## config.mk

```make
export PLATFORM = sky130hd
export DESIGN_NAME = sls_seq
export DESIGN_NICKNAME = d
export VERILOG_FILES = /design/src/sls_pkg.sv /design/src/sls_tick.sv /design/src/sls_ramp.sv /design/src/sls_seq.sv
export VERILOG_INCLUDE_DIRS = /design/src /design/src/src
export SDC_FILE = /design/constraint.sdc
export NUM_CORES = 2
export LEC_CHECK = 0
export BUFFER_PORTS_ARGS = -buffer_cell sky130_fd_sc_hd__buf_2
export CAP_MARGIN = 20
export CORE_AREA = 3 3 392 394
export CTS_CLUSTER_DIAMETER = 80
export DETAILED_ROUTE_END_ITERATION = 12
export DIE_AREA = 0 0 395 397
export PLACE_DENSITY_LB_ADDON = 0.15
export RECOVER_POWER = 50
export SETUP_SLACK_MARGIN = 0.15
export SLEW_MARGIN = 20
export SYNTH_ARGS = -nofsm -noshare
export SYNTH_HDL_FRONTEND = slang
export SYNTH_SLANG_ARGS = --single-unit
```

## constraint.sdc

```tcl
create_clock -name aclk -period 84.8 [get_ports aclk]
set_input_delay 4.24 -clock aclk [delete_from_list [all_inputs] [get_ports aclk]]
set_output_delay 4.24 -clock aclk [all_outputs]
set_load 0.005 [all_outputs]
```

## src/sls_cfg.svh

```systemverilog
// Register offsets, field positions, reset values and timing counts
// for the sensorless start sequencer. Included by the design files.
`ifndef SLS_CFG_SVH
`define SLS_CFG_SVH

`define OFF_CTRL      8'h00
`define OFF_STATUS    8'h04
`define OFF_IRQ_STAT  8'h08
`define OFF_IRQ_MASK  8'h0C
`define OFF_COV_CUR   8'h10
`define OFF_COV_SPD   8'h14
`define OFF_COV_PHS   8'h18
`define OFF_CUR_NOISE 8'h1C
`define OFF_START_CUR 8'h20
`define OFF_CUR_RAMP  8'h24
`define OFF_INIT_SPD  8'h28
`define OFF_SPD_HYST  8'h2C
`define OFF_SPD_RAMP  8'h30
`define OFF_INIT_DLY  8'h34
`define OFF_STAND_CUR 8'h38
`define OFF_FAULT_SPD 8'h3C

`define CTRL_SWITCH_ON 0
`define CTRL_RUN       1
`define CTRL_ZC_STOP   2
`define CTRL_FB_LO     4
`define CTRL_FB_HI     6

`define FB_SENSORLESS  3'h4

// Covariance current, speed and noise scaled by 100; phase by 10000
`define COV_MIN        32'h0000_0001
`define COV_MAX        32'h0000_FDE8
`define COV_CUR_RST    32'h0000_0258
`define COV_SPD_RST    32'h0000_0064
`define COV_PHS_RST    32'h0000_0113
`define CUR_NOISE_RST  32'h0000_0064

`define IRQ_OVERSPEED  0
`define IRQ_HANDOVER   1
`define IRQ_FALLBACK   2
`define IRQ_REJECT     3

`define CLK_HZ         25000000
`define MS_PER_S       1000
`endif

```

## src/sls_pkg.sv

```systemverilog
// Types shared by the sensorless start sequencer files.
package sls_pkg;
  typedef enum logic [2:0] {
    ST_IDLE     = 3'b000,
    ST_STANDBY  = 3'b001,
    ST_ALIGN    = 3'b010,
    ST_DELAY    = 3'b011,
    ST_VF_RAMP  = 3'b100,
    ST_SENSLESS = 3'b101
  } seq_state_type;
endpackage : sls_pkg

```

## src/sls_tick.sv

```systemverilog
// Millisecond tick generator.
// Assumes a free-running aclk at the rate given by CLK_HZ.
`timescale 1ns/1ps
`include "sls_cfg.svh"
module sls_tick #(
  parameter int DIV = `CLK_HZ / `MS_PER_S
) (
  input  wire logic aclk,
  input  wire logic aresetn,
  input  wire logic ce,
  output logic      tick_q
);
  logic [24:0] cnt_q;
  wire         wrap = (cnt_q == 25'(DIV - 1));

  always_ff @(posedge aclk) begin
    if (!aresetn) begin
      cnt_q  <= 25'h0;
      tick_q <= 1'b0;
    end else if (ce) begin
      cnt_q  <= wrap ? 25'h0 : cnt_q + 25'h1;
      tick_q <= wrap;
    end
  end
endmodule : sls_tick

```

## src/sls_ramp.sv

```systemverilog
// Linear ramp toward a target; steps once per tick by a fixed amount.
// Assumes tick is a one-cycle pulse in the aclk domain.
`timescale 1ns/1ps
module sls_ramp #(
  parameter int W = 16
) (
  input  wire logic         aclk,
  input  wire logic         aresetn,
  input  wire logic         ce,
  input  wire logic         clear,
  input  wire logic         tick,
  input  wire logic [W-1:0] target,
  input  wire logic [W-1:0] step,
  output logic      [W-1:0] value_q
);
  wire [W:0]   sum  = {1'b0, value_q} + {1'b0, step};
  wire         hit  = (sum >= {1'b0, target});
  wire [W-1:0] nxt  = hit ? target : sum[W-1:0];

  always_ff @(posedge aclk) begin
    if (!aresetn) begin
      value_q <= '0;
    end else if (ce) begin
      if (clear) value_q <= '0;
      else if (tick) value_q <= nxt;
    end
  end
endmodule : sls_ramp

```

## src/sls_seq.sv

```systemverilog
// Sensorless start sequencer with AXI4-Lite register slave.
// Assumes speed_meas and speed_ref are synchronous signed rpm values.
//
// Chosen here: the AXI4-Lite slave port and the register addresses.
`timescale 1ns/1ps
`include "sls_cfg.svh"

// Overview of operation
// - Sensorless operation only when feedback select field holds code 4.
// - Current covariance writes accepted only within 0.01 to 650.00.
// - Speed covariance writes accepted only within 0.01 to 650.00.
// - Phase covariance writes accepted only within 0.0001 to 6.5000.
// - Current noise writes accepted only within 0.01 to 650.00.
// - Sequence starts with alignment current, percent of nominal.
// - Alignment current ramps to starting current over set seconds.
// - V/F at or below initial speed, sensorless above it.
// - Speed hysteresis in rpm applies around the hand-over speed.
// - Speed ramps from zero to initial speed at set rpm per second; steps are whole rpm per ms, rounded down, at least 1 rpm.
// - Initial delay elapses before speed reference is followed.
// - Continuous zero crossing passes zero with no stop procedure.
// - Stop-start zero crossing returns to alignment, repeats start sequence.
// - On switch-on, standstill current at zero speed is driven.
// - Alarm whenever measured speed exceeds fault speed threshold.
// - Current covariance resets to 6.00.
module sls_seq
  import sls_pkg::*;
(
  input  wire logic               aclk,
  input  wire logic               aresetn,
  input  wire logic               ce,
  input  wire logic [7:0]         s_axi_awaddr,
  input  wire logic               s_axi_awvalid,
  output logic                    s_axi_awready,
  input  wire logic [31:0]        s_axi_wdata,
  input  wire logic [3:0]         s_axi_wstrb,
  input  wire logic               s_axi_wvalid,
  output logic                    s_axi_wready,
  output logic [1:0]              s_axi_bresp,
  output logic                    s_axi_bvalid,
  input  wire logic               s_axi_bready,
  input  wire logic [7:0]         s_axi_araddr,
  input  wire logic               s_axi_arvalid,
  output logic                    s_axi_arready,
  output logic [31:0]             s_axi_rdata,
  output logic [1:0]              s_axi_rresp,
  output logic                    s_axi_rvalid,
  input  wire logic               s_axi_rready,
  input  wire logic signed [15:0] speed_ref,
  input  wire logic signed [15:0] speed_meas,
  output logic [7:0]              cur_cmd_q,
  output logic signed [15:0]      spd_cmd_q,
  output logic                    vf_mode_q,
  output logic                    sensorless_q,
  output logic                    alarm_q,
  output logic                    irq_q
);
  localparam int TICK_MS = 1;

  seq_state_type state_q;
  logic [31:0] ctrl_q, istat_q, imask_q;
  logic [31:0] cov_cur_q, cov_spd_q, cov_phs_q, cur_noise_q;
  logic [7:0]  start_cur_q, stand_cur_q;
  logic [15:0] cur_ramp_q, init_spd_q, spd_hyst_q, spd_ramp_q;
  logic [15:0] init_dly_q, fault_spd_q, dly_cnt_q;
  logic        ref_neg_q;
  logic        aw_hold_q, w_hold_q;
  logic [7:0]  aw_addr_q;
  logic [31:0] w_data_q;

  // Write channels taken in either order, response after both
  wire aw_take = s_axi_awvalid && s_axi_awready;
  wire w_take  = s_axi_wvalid && s_axi_wready;
  wire do_wr   = aw_hold_q && w_hold_q && !s_axi_bvalid;
  wire [7:0]  waddr = aw_addr_q;
  wire [31:0] wdata = w_data_q;

  function automatic logic in_range(input logic [31:0] v);
    in_range = (v >= `COV_MIN) && (v <= `COV_MAX);
  endfunction : in_range

  function automatic logic is_cov(input logic [7:0] a);
    is_cov = (a == `OFF_COV_CUR) || (a == `OFF_COV_SPD) ||
             (a == `OFF_COV_PHS) || (a == `OFF_CUR_NOISE);
  endfunction : is_cov

  wire cov_ok   = in_range(wdata);
  wire reject   = do_wr && is_cov(waddr) && !cov_ok;
  wire wr_cov   = do_wr && cov_ok;
  wire [2:0] fb_sel = ctrl_q[`CTRL_FB_HI:`CTRL_FB_LO];
  wire sless_en = (fb_sel == `FB_SENSORLESS);
  wire sw_on    = ctrl_q[`CTRL_SWITCH_ON];
  wire run_en   = ctrl_q[`CTRL_RUN];
  wire zc_stop  = ctrl_q[`CTRL_ZC_STOP];

  // Ramp steps: speed per millisecond tick, current per cur_tick
  logic        tick;
  logic [7:0]  align_cur;
  logic [15:0] vf_spd;
  wire  [7:0]  cur_step = (cur_ramp_q == 16'h0) ? start_cur_q : 8'h1;
  wire  [15:0] spd_step = (spd_ramp_q < 16'(`MS_PER_S)) ? 16'h1 :
                          16'(spd_ramp_q / 16'(`MS_PER_S));
  logic [15:0] cur_div_q;
  wire  [15:0] cur_per = 16'(({16'h0, cur_ramp_q} * 32'(`MS_PER_S)) /
                         ({24'h0, start_cur_q} + 32'h1));
  wire cur_tick = tick && (cur_div_q >= cur_per);

  wire in_align = (state_q == ST_ALIGN);
  wire in_vf    = (state_q == ST_VF_RAMP);

  sls_tick u_tick (
    .aclk    (aclk),
    .aresetn (aresetn),
    .ce      (ce),
    .tick_q  (tick)
  );

  sls_ramp #(.W(8)) u_cur_ramp (
    .aclk    (aclk),
    .aresetn (aresetn),
    .ce      (ce),
    .clear   (!in_align && state_q != ST_DELAY),
    .tick    (cur_tick),
    .target  (start_cur_q),
    .step    (cur_step),
    .value_q (align_cur)
  );

  sls_ramp #(.W(16)) u_spd_ramp (
    .aclk    (aclk),
    .aresetn (aresetn),
    .ce      (ce),
    .clear   (!in_vf),
    .tick    (tick),
    .target  (init_spd_q),
    .step    (spd_step),
    .value_q (vf_spd)
  );

  wire [15:0] meas_abs = speed_meas[15] ? 16'(-speed_meas) : speed_meas;
  wire        ref_neg  = speed_ref[15];
  wire        reversal = (ref_neg != ref_neg_q) && (speed_ref != 16'sh0);
  wire [15:0] lo_thr   = (init_spd_q > spd_hyst_q) ?
                         16'(init_spd_q - spd_hyst_q) : 16'h0;
  wire over_init = meas_abs > init_spd_q;
  wire below_lo  = meas_abs < lo_thr;
  wire overspeed = meas_abs > fault_spd_q;
  wire dly_done  = (dly_cnt_q >= init_dly_q);
  wire handover  = in_vf && over_init;
  wire fallback  = (state_q == ST_SENSLESS) &&
                   (below_lo || (zc_stop && reversal));

  seq_state_type state_d;
  always_comb begin
    state_d = state_q;
    if (!sw_on || !sless_en) state_d = ST_IDLE;
    else unique case (state_q)
      ST_IDLE:     state_d = ST_STANDBY;
      ST_STANDBY:  if (run_en) state_d = ST_ALIGN;
      ST_ALIGN:    if (align_cur == start_cur_q) state_d = ST_DELAY;
      ST_DELAY:    if (dly_done) state_d = ST_VF_RAMP;
      ST_VF_RAMP:  if (!run_en) state_d = ST_STANDBY;
                   else if (over_init) state_d = ST_SENSLESS;
      ST_SENSLESS: if (!run_en) state_d = ST_STANDBY;
                   else if (zc_stop && reversal) state_d = ST_ALIGN;
                   else if (below_lo) state_d = ST_VF_RAMP;
      default:     state_d = ST_IDLE;
    endcase
  end

  // Continuous mode passes zero with no stop, falling back to V/F below the band
  wire [15:0] mag_cmd = in_vf ? vf_spd :
                        (state_q == ST_SENSLESS) ?
                        (speed_ref[15] ? 16'(-speed_ref) : speed_ref) :
                        16'h0;
  wire signed [15:0] spd_d = ref_neg ? 16'(-mag_cmd) : mag_cmd;
  wire [7:0] cur_d = (state_q == ST_STANDBY) ? stand_cur_q :
                     (in_align || state_q == ST_DELAY) ? align_cur :
                     8'h0;
  wire [3:0] ev = {reject, fallback, handover, overspeed};

  always_ff @(posedge aclk) begin
    if (!aresetn) begin
      state_q      <= ST_IDLE;
      dly_cnt_q    <= 16'h0;
      cur_div_q    <= 16'h0;
      ref_neg_q    <= 1'b0;
      cur_cmd_q    <= 8'h0;
      spd_cmd_q    <= 16'sh0;
      vf_mode_q    <= 1'b0;
      sensorless_q <= 1'b0;
      alarm_q      <= 1'b0;
      irq_q        <= 1'b0;
    end else if (ce) begin
      state_q      <= state_d;
      // Zero keeps the old sign, so a reversal through zero is still seen
      if (speed_ref != 16'sh0) ref_neg_q <= ref_neg;
      if (state_q != ST_DELAY) dly_cnt_q <= 16'h0;
      else if (tick && !dly_done) dly_cnt_q <= dly_cnt_q + 16'(TICK_MS);
      if (!in_align || cur_tick) cur_div_q <= 16'h0;
      else if (tick) cur_div_q <= cur_div_q + 16'h1;
      cur_cmd_q    <= cur_d;
      spd_cmd_q    <= spd_d;
      vf_mode_q    <= in_vf;
      sensorless_q <= (state_q == ST_SENSLESS);
      alarm_q      <= overspeed;
      irq_q        <= |(istat_q & imask_q);
    end
  end

  // Register writes
  always_ff @(posedge aclk) begin
    if (!aresetn) begin
      ctrl_q      <= 32'h0000_0040;
      istat_q     <= 32'h0;
      imask_q     <= 32'h0;
      cov_cur_q   <= `COV_CUR_RST;
      cov_spd_q   <= `COV_SPD_RST;
      cov_phs_q   <= `COV_PHS_RST;
      cur_noise_q <= `CUR_NOISE_RST;
      start_cur_q <= 8'h32;
      stand_cur_q <= 8'h0A;
      cur_ramp_q  <= 16'h0001;
      init_spd_q  <= 16'h012C;
      spd_hyst_q  <= 16'h0032;
      spd_ramp_q  <= 16'h01F4;
      init_dly_q  <= 16'h01F4;
      fault_spd_q <= 16'h0FA0;
    end else if (ce) begin
      // Set wins over write-one-to-clear
      istat_q <= (istat_q & ~((do_wr && waddr == `OFF_IRQ_STAT) ?
                 wdata : 32'h0)) | {28'h0, ev};
      if (do_wr) begin
        unique case (waddr)
          `OFF_CTRL:      ctrl_q      <= {25'h0, wdata[6:0]};
          `OFF_IRQ_MASK:  imask_q     <= {28'h0, wdata[3:0]};
          `OFF_COV_CUR:   if (wr_cov) cov_cur_q   <= wdata;
          `OFF_COV_SPD:   if (wr_cov) cov_spd_q   <= wdata;
          `OFF_COV_PHS:   if (wr_cov) cov_phs_q   <= wdata;
          `OFF_CUR_NOISE: if (wr_cov) cur_noise_q <= wdata;
          `OFF_START_CUR: start_cur_q <= wdata[7:0];
          `OFF_CUR_RAMP:  cur_ramp_q  <= wdata[15:0];
          `OFF_INIT_SPD:  init_spd_q  <= wdata[15:0];
          `OFF_SPD_HYST:  spd_hyst_q  <= wdata[15:0];
          `OFF_SPD_RAMP:  spd_ramp_q  <= wdata[15:0];
          `OFF_INIT_DLY:  init_dly_q  <= wdata[15:0];
          `OFF_STAND_CUR: stand_cur_q <= wdata[7:0];
          `OFF_FAULT_SPD: fault_spd_q <= wdata[15:0];
          default: ;
        endcase
      end
    end
  end

  // AXI write handshake; writes ignore wstrb and update the whole word
  always_ff @(posedge aclk) begin
    if (!aresetn) begin
      aw_hold_q     <= 1'b0;
      w_hold_q      <= 1'b0;
      aw_addr_q     <= 8'h0;
      w_data_q      <= 32'h0;
      s_axi_awready <= 1'b0;
      s_axi_wready  <= 1'b0;
      s_axi_bvalid  <= 1'b0;
      s_axi_bresp   <= 2'b00;
    end else if (ce) begin
      s_axi_awready <= !aw_hold_q && !aw_take && !s_axi_bvalid;
      s_axi_wready  <= !w_hold_q && !w_take && !s_axi_bvalid;
      if (aw_take) begin
        aw_hold_q <= 1'b1;
        aw_addr_q <= {s_axi_awaddr[7:2], 2'b00};
      end
      if (w_take) begin
        w_hold_q <= 1'b1;
        w_data_q <= s_axi_wdata;
      end
      if (do_wr) begin
        s_axi_bvalid <= 1'b1;
        s_axi_bresp  <= (waddr > `OFF_FAULT_SPD || reject) ? 2'b10 : 2'b00;
        aw_hold_q    <= 1'b0;
        w_hold_q     <= 1'b0;
      end else if (s_axi_bvalid && s_axi_bready) begin
        s_axi_bvalid <= 1'b0;
      end
    end
  end

  wire [7:0] raddr = {s_axi_araddr[7:2], 2'b00};
  wire [31:0] rmux =
    (raddr == `OFF_CTRL)      ? ctrl_q :
    (raddr == `OFF_STATUS)    ? {27'h0, alarm_q, 1'b0, state_q} :
    (raddr == `OFF_IRQ_STAT)  ? istat_q :
    (raddr == `OFF_IRQ_MASK)  ? imask_q :
    (raddr == `OFF_COV_CUR)   ? cov_cur_q :
    (raddr == `OFF_COV_SPD)   ? cov_spd_q :
    (raddr == `OFF_COV_PHS)   ? cov_phs_q :
    (raddr == `OFF_CUR_NOISE) ? cur_noise_q :
    (raddr == `OFF_START_CUR) ? {24'h0, start_cur_q} :
    (raddr == `OFF_CUR_RAMP)  ? {16'h0, cur_ramp_q} :
    (raddr == `OFF_INIT_SPD)  ? {16'h0, init_spd_q} :
    (raddr == `OFF_SPD_HYST)  ? {16'h0, spd_hyst_q} :
    (raddr == `OFF_SPD_RAMP)  ? {16'h0, spd_ramp_q} :
    (raddr == `OFF_INIT_DLY)  ? {16'h0, init_dly_q} :
    (raddr == `OFF_STAND_CUR) ? {24'h0, stand_cur_q} :
    (raddr == `OFF_FAULT_SPD) ? {16'h0, fault_spd_q} : 32'h0;
  wire ar_take = s_axi_arvalid && s_axi_arready;

  always_ff @(posedge aclk) begin
    if (!aresetn) begin
      s_axi_arready <= 1'b0;
      s_axi_rvalid  <= 1'b0;
      s_axi_rdata   <= 32'h0;
      s_axi_rresp   <= 2'b00;
    end else if (ce) begin
      s_axi_arready <= !s_axi_rvalid && !ar_take;
      if (ar_take) begin
        s_axi_rvalid <= 1'b1;
        s_axi_rdata  <= rmux;
        s_axi_rresp  <= (raddr > `OFF_FAULT_SPD) ? 2'b10 : 2'b00;
      end else if (s_axi_rvalid && s_axi_rready) begin
        s_axi_rvalid <= 1'b0;
      end
    end
  end
endmodule : sls_seq

```

# After elaboration in Yosys (flattened, before gate mapping)

Cells that the tools add are included.

Reductions and logical operators: 85
Multipliers: 1
Order comparisons: 13
Muxes and demuxes: 58
Add/sub/neg operators: 10
Equality and inequality tests: 45
Shift-type cells: 0
Divide/modulo/power cells: 2
Bitwise logic cells: 4

Operators with widths:

| operator                                                                | number |
|---|---|
| 16-bit 2-to-1 mux                                                       | 22 |
| 32-bit 2-to-1 mux                                                       | 9 |
| 6-bit by 4-bit == test with 1-bit output, second input constant         | 16 |
| 6-bit by 3-bit == test with 1-bit output, second input constant         | 8 |
| 16-bit greater-than comparator                                          | 3 |
| 8-bit 2-to-1 mux                                                        | 6 |
| 16-bit negator                                                          | 3 |
| 16-bit by 1-bit adder with 16-bit output, second input constant         | 2 |
| 32-bit bitwise AND                                                      | 1 |
| 32-bit by 4-bit bitwise AND with 32-bit output                          | 1 |
| 26-bit by 32-bit divider with 32-bit output                             | 1 |
| 16-bit >= comparator                                                    | 2 |
| 32-bit by 1-bit >= comparator with 1-bit output, second input constant  | 1 |
| 32-bit by 16-bit <= comparator with 1-bit output, second input constant | 1 |
| 32-bit inverter                                                         | 1 |
| 32-bit by 4-bit OR with 32-bit output                                   | 1 |
| 32-bit OR reduction                                                     | 1 |
| 3-bit AND reduction                                                     | 10 |
| 3-bit 2-to-1 mux                                                        | 9 |
| 2-bit AND reduction                                                     | 13 |
| 25-bit by 1-bit adder with 25-bit output, second input constant         | 1 |
| 25-bit by 15-bit == test with 1-bit output, second input constant       | 1 |
| 25-bit 2-to-1 mux                                                       | 1 |
| 6-bit by 2-bit == test with 1-bit output, second input constant         | 4 |
| other kinds (36)                                                        | 100 |

Logic and storage cells: 259
Output and inout bits: 69
Memories kept: 0
Memory bits (writable): 0
ROM bits: 0
Register bits: 478
Bits in latches: 0
Input port bits: 92

# Longest topological paths before layout

Word-level depth: 17
Depth in mapped cells: 525

# Hierarchy

Synthesis repeated with hierarchy kept, for this count alone.

Cell total of the unflattened synthesis: 6234
Area, all modules: 47763.3 um^2

By module, submodules not included:

| module                | instances | cells an instance | area an instance (um^2) |
|---|---|---|---|
| sls_seq               | 1         | 5728              | 43549.3 |
| sls_ramp (u_spd_ramp) | 1         | 266               | 2092.0 |
| sls_tick              | 1         | 140               | 1260.0 |
| sls_ramp (u_cur_ramp) | 1         | 100               | 862.1 |

# Worst setup path before layout

No wires, ideal clock.

Path kind: flip-flop to flip-flop
Start point: reg cur_ramp_q[1]
End point: reg cur_div_q[10]
Setup slack: -6063 ps
Buffers on the path: 45
Library setup time: 65 ps
Arrival: 90797 ps
Cell stages (with the launch flop): 498
Path through: dfxtp_1 > inv_1 > fa_1 > fa_1 > fa_1 > inv_1 > fa_1 > ha_1 > buf_2 > a21oi_2 > nand2_1 > o211ai_2 > a21oi_1 > or3_1 > a2111o_1 > or4_1 > a21oi_2 > nor2_1 > [... 462 more ...] > nand2b_1 > a21oi_1 > nor2b_1 > o21ai_0 > nand2b_1 > a21oi_1 > nor2b_1 > o21ai_0 > nand2b_1 > a21oi_1 > nor2b_1 > o21ai_0 > nand2_1 > or2_2 > nand2_1 > nand2_1 > clkbuf_1 > nor2_1

Word-level cells in the longest chain between the ends: 7

Ends and longest elaborated chain:

| element                                         | RTL line       | RTL |
|---|---|---|
| from (decl)                                     | sls_seq.sv:63  | `logic [15:0] cur_ramp_q, init_spd_q, spd_hyst_q, spd_ramp_q;` |
| from (signal assigned)                          | sls_seq.sv:241 | `` `OFF_CUR_RAMP: cur_ramp_q <= wdata[15:0]; `` |
| 16-bit by 7-bit multiplier with 23-bit output * | sls_seq.sv:103 | `` wire [15:0] cur_per = 16'(({16'h0, cur_ramp_q} * 32'(`MS_PER_S)) / `` |
| 26-bit by 32-bit divider with 32-bit output *   | sls_seq.sv:103 |  |
| 16-bit >= comparator *                          | sls_seq.sv:105 | `wire cur_tick = tick && (cur_div_q >= cur_per);` |
| 1-bit logical AND *                             | sls_seq.sv:105 |  |
| 1-bit logical OR *                              | sls_seq.sv:199 | `if (!in_align \|\| cur_tick) cur_div_q <= 16'h0;` |
| 2-bit nonzero test (no line)                    | -              |  |
| 2-bit AND reduction (no line)                   | -              |  |
| to (signal assigned)                            | sls_seq.sv:200 | `else if (tick) cur_div_q <= cur_div_q + 16'h1;` |
| to (decl)                                       | sls_seq.sv:102 | `logic [15:0] cur_div_q;` |

Every way passes the cells marked *; elsewhere a longest branch is shown, timed or not.
A chain may end at the register's enable or synchronous reset.

# Worst setup path in the final report

Start point: reg cur_ramp_q[3]
End point: reg cur_div_q[12]

Same word-level chain as after synthesis.

==> run metrics <==
Area contributors post-synth dfxtp_1, ha_1, nand2_1; top-count cell post-synth nand2_1; Worst Tran Pin Value 3530 ps; DR DRC count 0; Synth Warn # 0; Rows 142; CP Launch Type flip-flop; synthesized instance count 8,268; Post-synth top cells nand2_1, nor2_1, a21oi_1; Post-CTS Hold Buffers 0; Slew Viols, Final between 200 and 300; critical path depth 470; clk buf depth 3; Routed Antenna Nets 0; CTS tree yes; clock latency on the worst-skew pair 720 ps; WP data arrival 80,990 ps; layout cells sized above 1 between 20 and 25%; vias per inst 5.92; Post-DP HPWL 201,000 µm; CP bufs+invs 40; Synth area leader dfxtp_1; Post-Syn Area 60,200 µm²; initial antenna violation count 6; DR iter-0 viols 5,809; Max Freq roughly 12 MHz; final wirelength 254,000 µm; max incr delay on CP 590 ps; Initial Util 40.1%; Setup CP Type flip-flop to flip-flop; Max Fanout on Critical Path 14; wire per inst 22.3 µm; Min-Delay Path Class flip-flop to flip-flop; violations in the final reports capacitance limit, slew limit; CP delay by family, top compound AO/OA/AOI/OAI gates; CTS H-tree lvls 2; post-synth top area share 15.8%; sequential area share after synthesis between 10% and 20%; CTS Sinks 476; Area Growth Syn to Fin 24.2%; hold depth 2; crit end category flip-flop; Reg2Reg Depth 470; # IOs 161; distinct cell type count after synthesis 136; Mean Syn Cell Area 7.28 µm²; gr usage total 30.6%; ANT cells 0; Nets 9,906; final hold vios 0; CTS Buf Count 56; Rel. slew slack -135%; minimum clock period 80,420 ps; routability cong. between 0.9 and 1; GRT Residual Overflow 0; ys flop type dfxtp_1; final worst path period share around 95%; Post-synth EDFFs 0; Worst-path clk slew 60 ps; first-pass GRT wire length between 300,000 and 400,000 µm; largest net degree at the start of global routing between 100 and 150; Critical Path RT roughly 85,000 ps; root buf cell clkbuf_16; core area 150,000 µm²; final hold slack 432 ps; DIE AREA roughly 160,000 µm²; Max-Cap Viols 5; outcome finished, violations left; Clock Skew ~90 ps; Final setup violation count 0; first-pass iteration count of the detailed router 7; flops & latches, synth 476; vias in the first global route roughly 63,000; chip width just under 400 µm; PortBufs 150; Most common cell on crit path a21oi_2; async set-or-reset flop fraction in the synthesized netlist 0%; vias after detailed routing 67,200; Die Y 397 µm; Critical-path top delay cell or4_4
## state kept, by name, indices dropped and copies added (netlist names), 16 cells and up
name	count
istat_q	32
cur_ramp_q	16
spd_cmd_q	16
cov_cur_q	32
init_dly_q	16
cov_phs_q	32
init_spd_q	16
spd_hyst_q	16
w_data_q	32
u_spd_ramp.value_q	16
cov_spd_q	32
u_tick.cnt_q	25
spd_ramp_q	16
cur_div_q	16
dly_cnt_q	16
cur_noise_q	32
fault_spd_q	16
s_axi_rdata	32
## cell usage in the layout, fill, tap and decap left out, types with 100 or more instances in the layout
cell type  netlist  final
nor3_1         230    215
dfxtp_1        476    464
buf_4           12   1141
and2_1         138    133
nand3_1        263    249
or3_1          107    102
nand4_1        137    137
ha_1           452    424
a21boi_0       177    176
nand2b_1       123    121
xnor2_1        383    369
a21oi_1        604    525
nor2b_1        171    169
nand2_1        961    943
mux2i_1        131    130
nor2_1         665    629
xor2_1         230    228
o21ai_0        378    324
and3_1         155    148
a21o_1         200    200
buf_2           40    100
inv_1          318    308
## area by class of cell
class                      count  area (µm²)
clock buffer                  77        1600
clock inverter                21         348
fill                       15000       75400
inverter                     341        1290
multi-input combinational   7109       49900
sequential                   476        9560
tap                         2016        2520
timing repair buffer        1321        9520
## worst paths after layout
check | startpoint | endpoint | slack (ps)
setup reg to reg | cur_ramp_q[3]$_SDFFE_PN0P_ | cur_div_q[12]$_SDFFE_PN0P_ | 4380
hold / removal | istat_q[27]$_SDFFE_PN0P_ | istat_q[27]$_SDFFE_PN0P_ | 430
hold reg to reg | istat_q[27]$_SDFFE_PN0P_ | istat_q[27]$_SDFFE_PN0P_ | 430
setup / recovery | cur_ramp_q[3]$_SDFFE_PN0P_ | cur_div_q[12]$_SDFFE_PN0P_ | 4380
## what timing repair did
item	in CTS	in global routing
gates resized for setup	25	345
pin swaps	1	192
buffers inserted	3	125
endpoints found under the setup margin	24	24
cloned	0	2
## routing by layer
metal | share of wire (%) | vias to the layer above | wire, µm | track usage [%]
met5 | 0.0051 | - | 13 | 0
met2 | 45 | 2234 | 114000 | 49.7
met4 | 4.8 | 2 | 12100 | 12.9
li1 | - | 32500 | - | -
met3 | 6.5 | 441 | 16500 | 3.51
met1 | 44 | 32100 | 112000 | 41.0
## stage by stage
| step | setup WS (ps) | cell area, µm² | utilization (%) | cells | setup TNS [ps] |
|---|---|---|---|---|---|
| 6_report | 4380 | 74800 | 49.8 | 11400 | 0 |
| 5_1_grt | -414 | 74800 | 49.8 | 11400 | -8720 |
| 4_1_cts | 198 | 72500 | 48.3 | 11200 | 0 |
| 3_5_place_dp | -585 | 70500 | 46.9 | 11100 | -12480 |
| 3_3_place_gp | -138 | 70500 | 46.9 | 11100 | -1980 |
| 2_1_floorplan | 191 | 60800 | - | 8272 | 0 |
## worst reg2reg max path: cells and delay by family, from the launching register on
kind | cells | cell delay [ps]
multiplexers | 7 | 2130
flip-flops | 1 | 360
XOR/XNOR | 5 | 890
AO/OA/AOI/OAI | 204 | 32860
AND/OR/NAND/NOR | 175 | 26470
adder cells (fa/ha/maj) | 39 | 11950
buffers and inverters | 40 | 5670
## kinds of logic after synthesis
| kind of cell | count (synthesis) | synth area share (%) |
|---|---|---|
| compound gates | 2437 | 27.8 |
| xor+xnor | 621 | 9.15 |
| fa+ha+maj | 518 | 11.4 |
| buf+inv | 688 | 4.45 |
| flops | 476 | 15.8 |
| mux | 185 | 3.19 |
| other cells | 1 | 0.00623 |
| simple gates | 3342 | 28.1 |
Power is not shown: default switching activity piles up to over one toggle a cycle in this logic, so the estimate is an artifact.
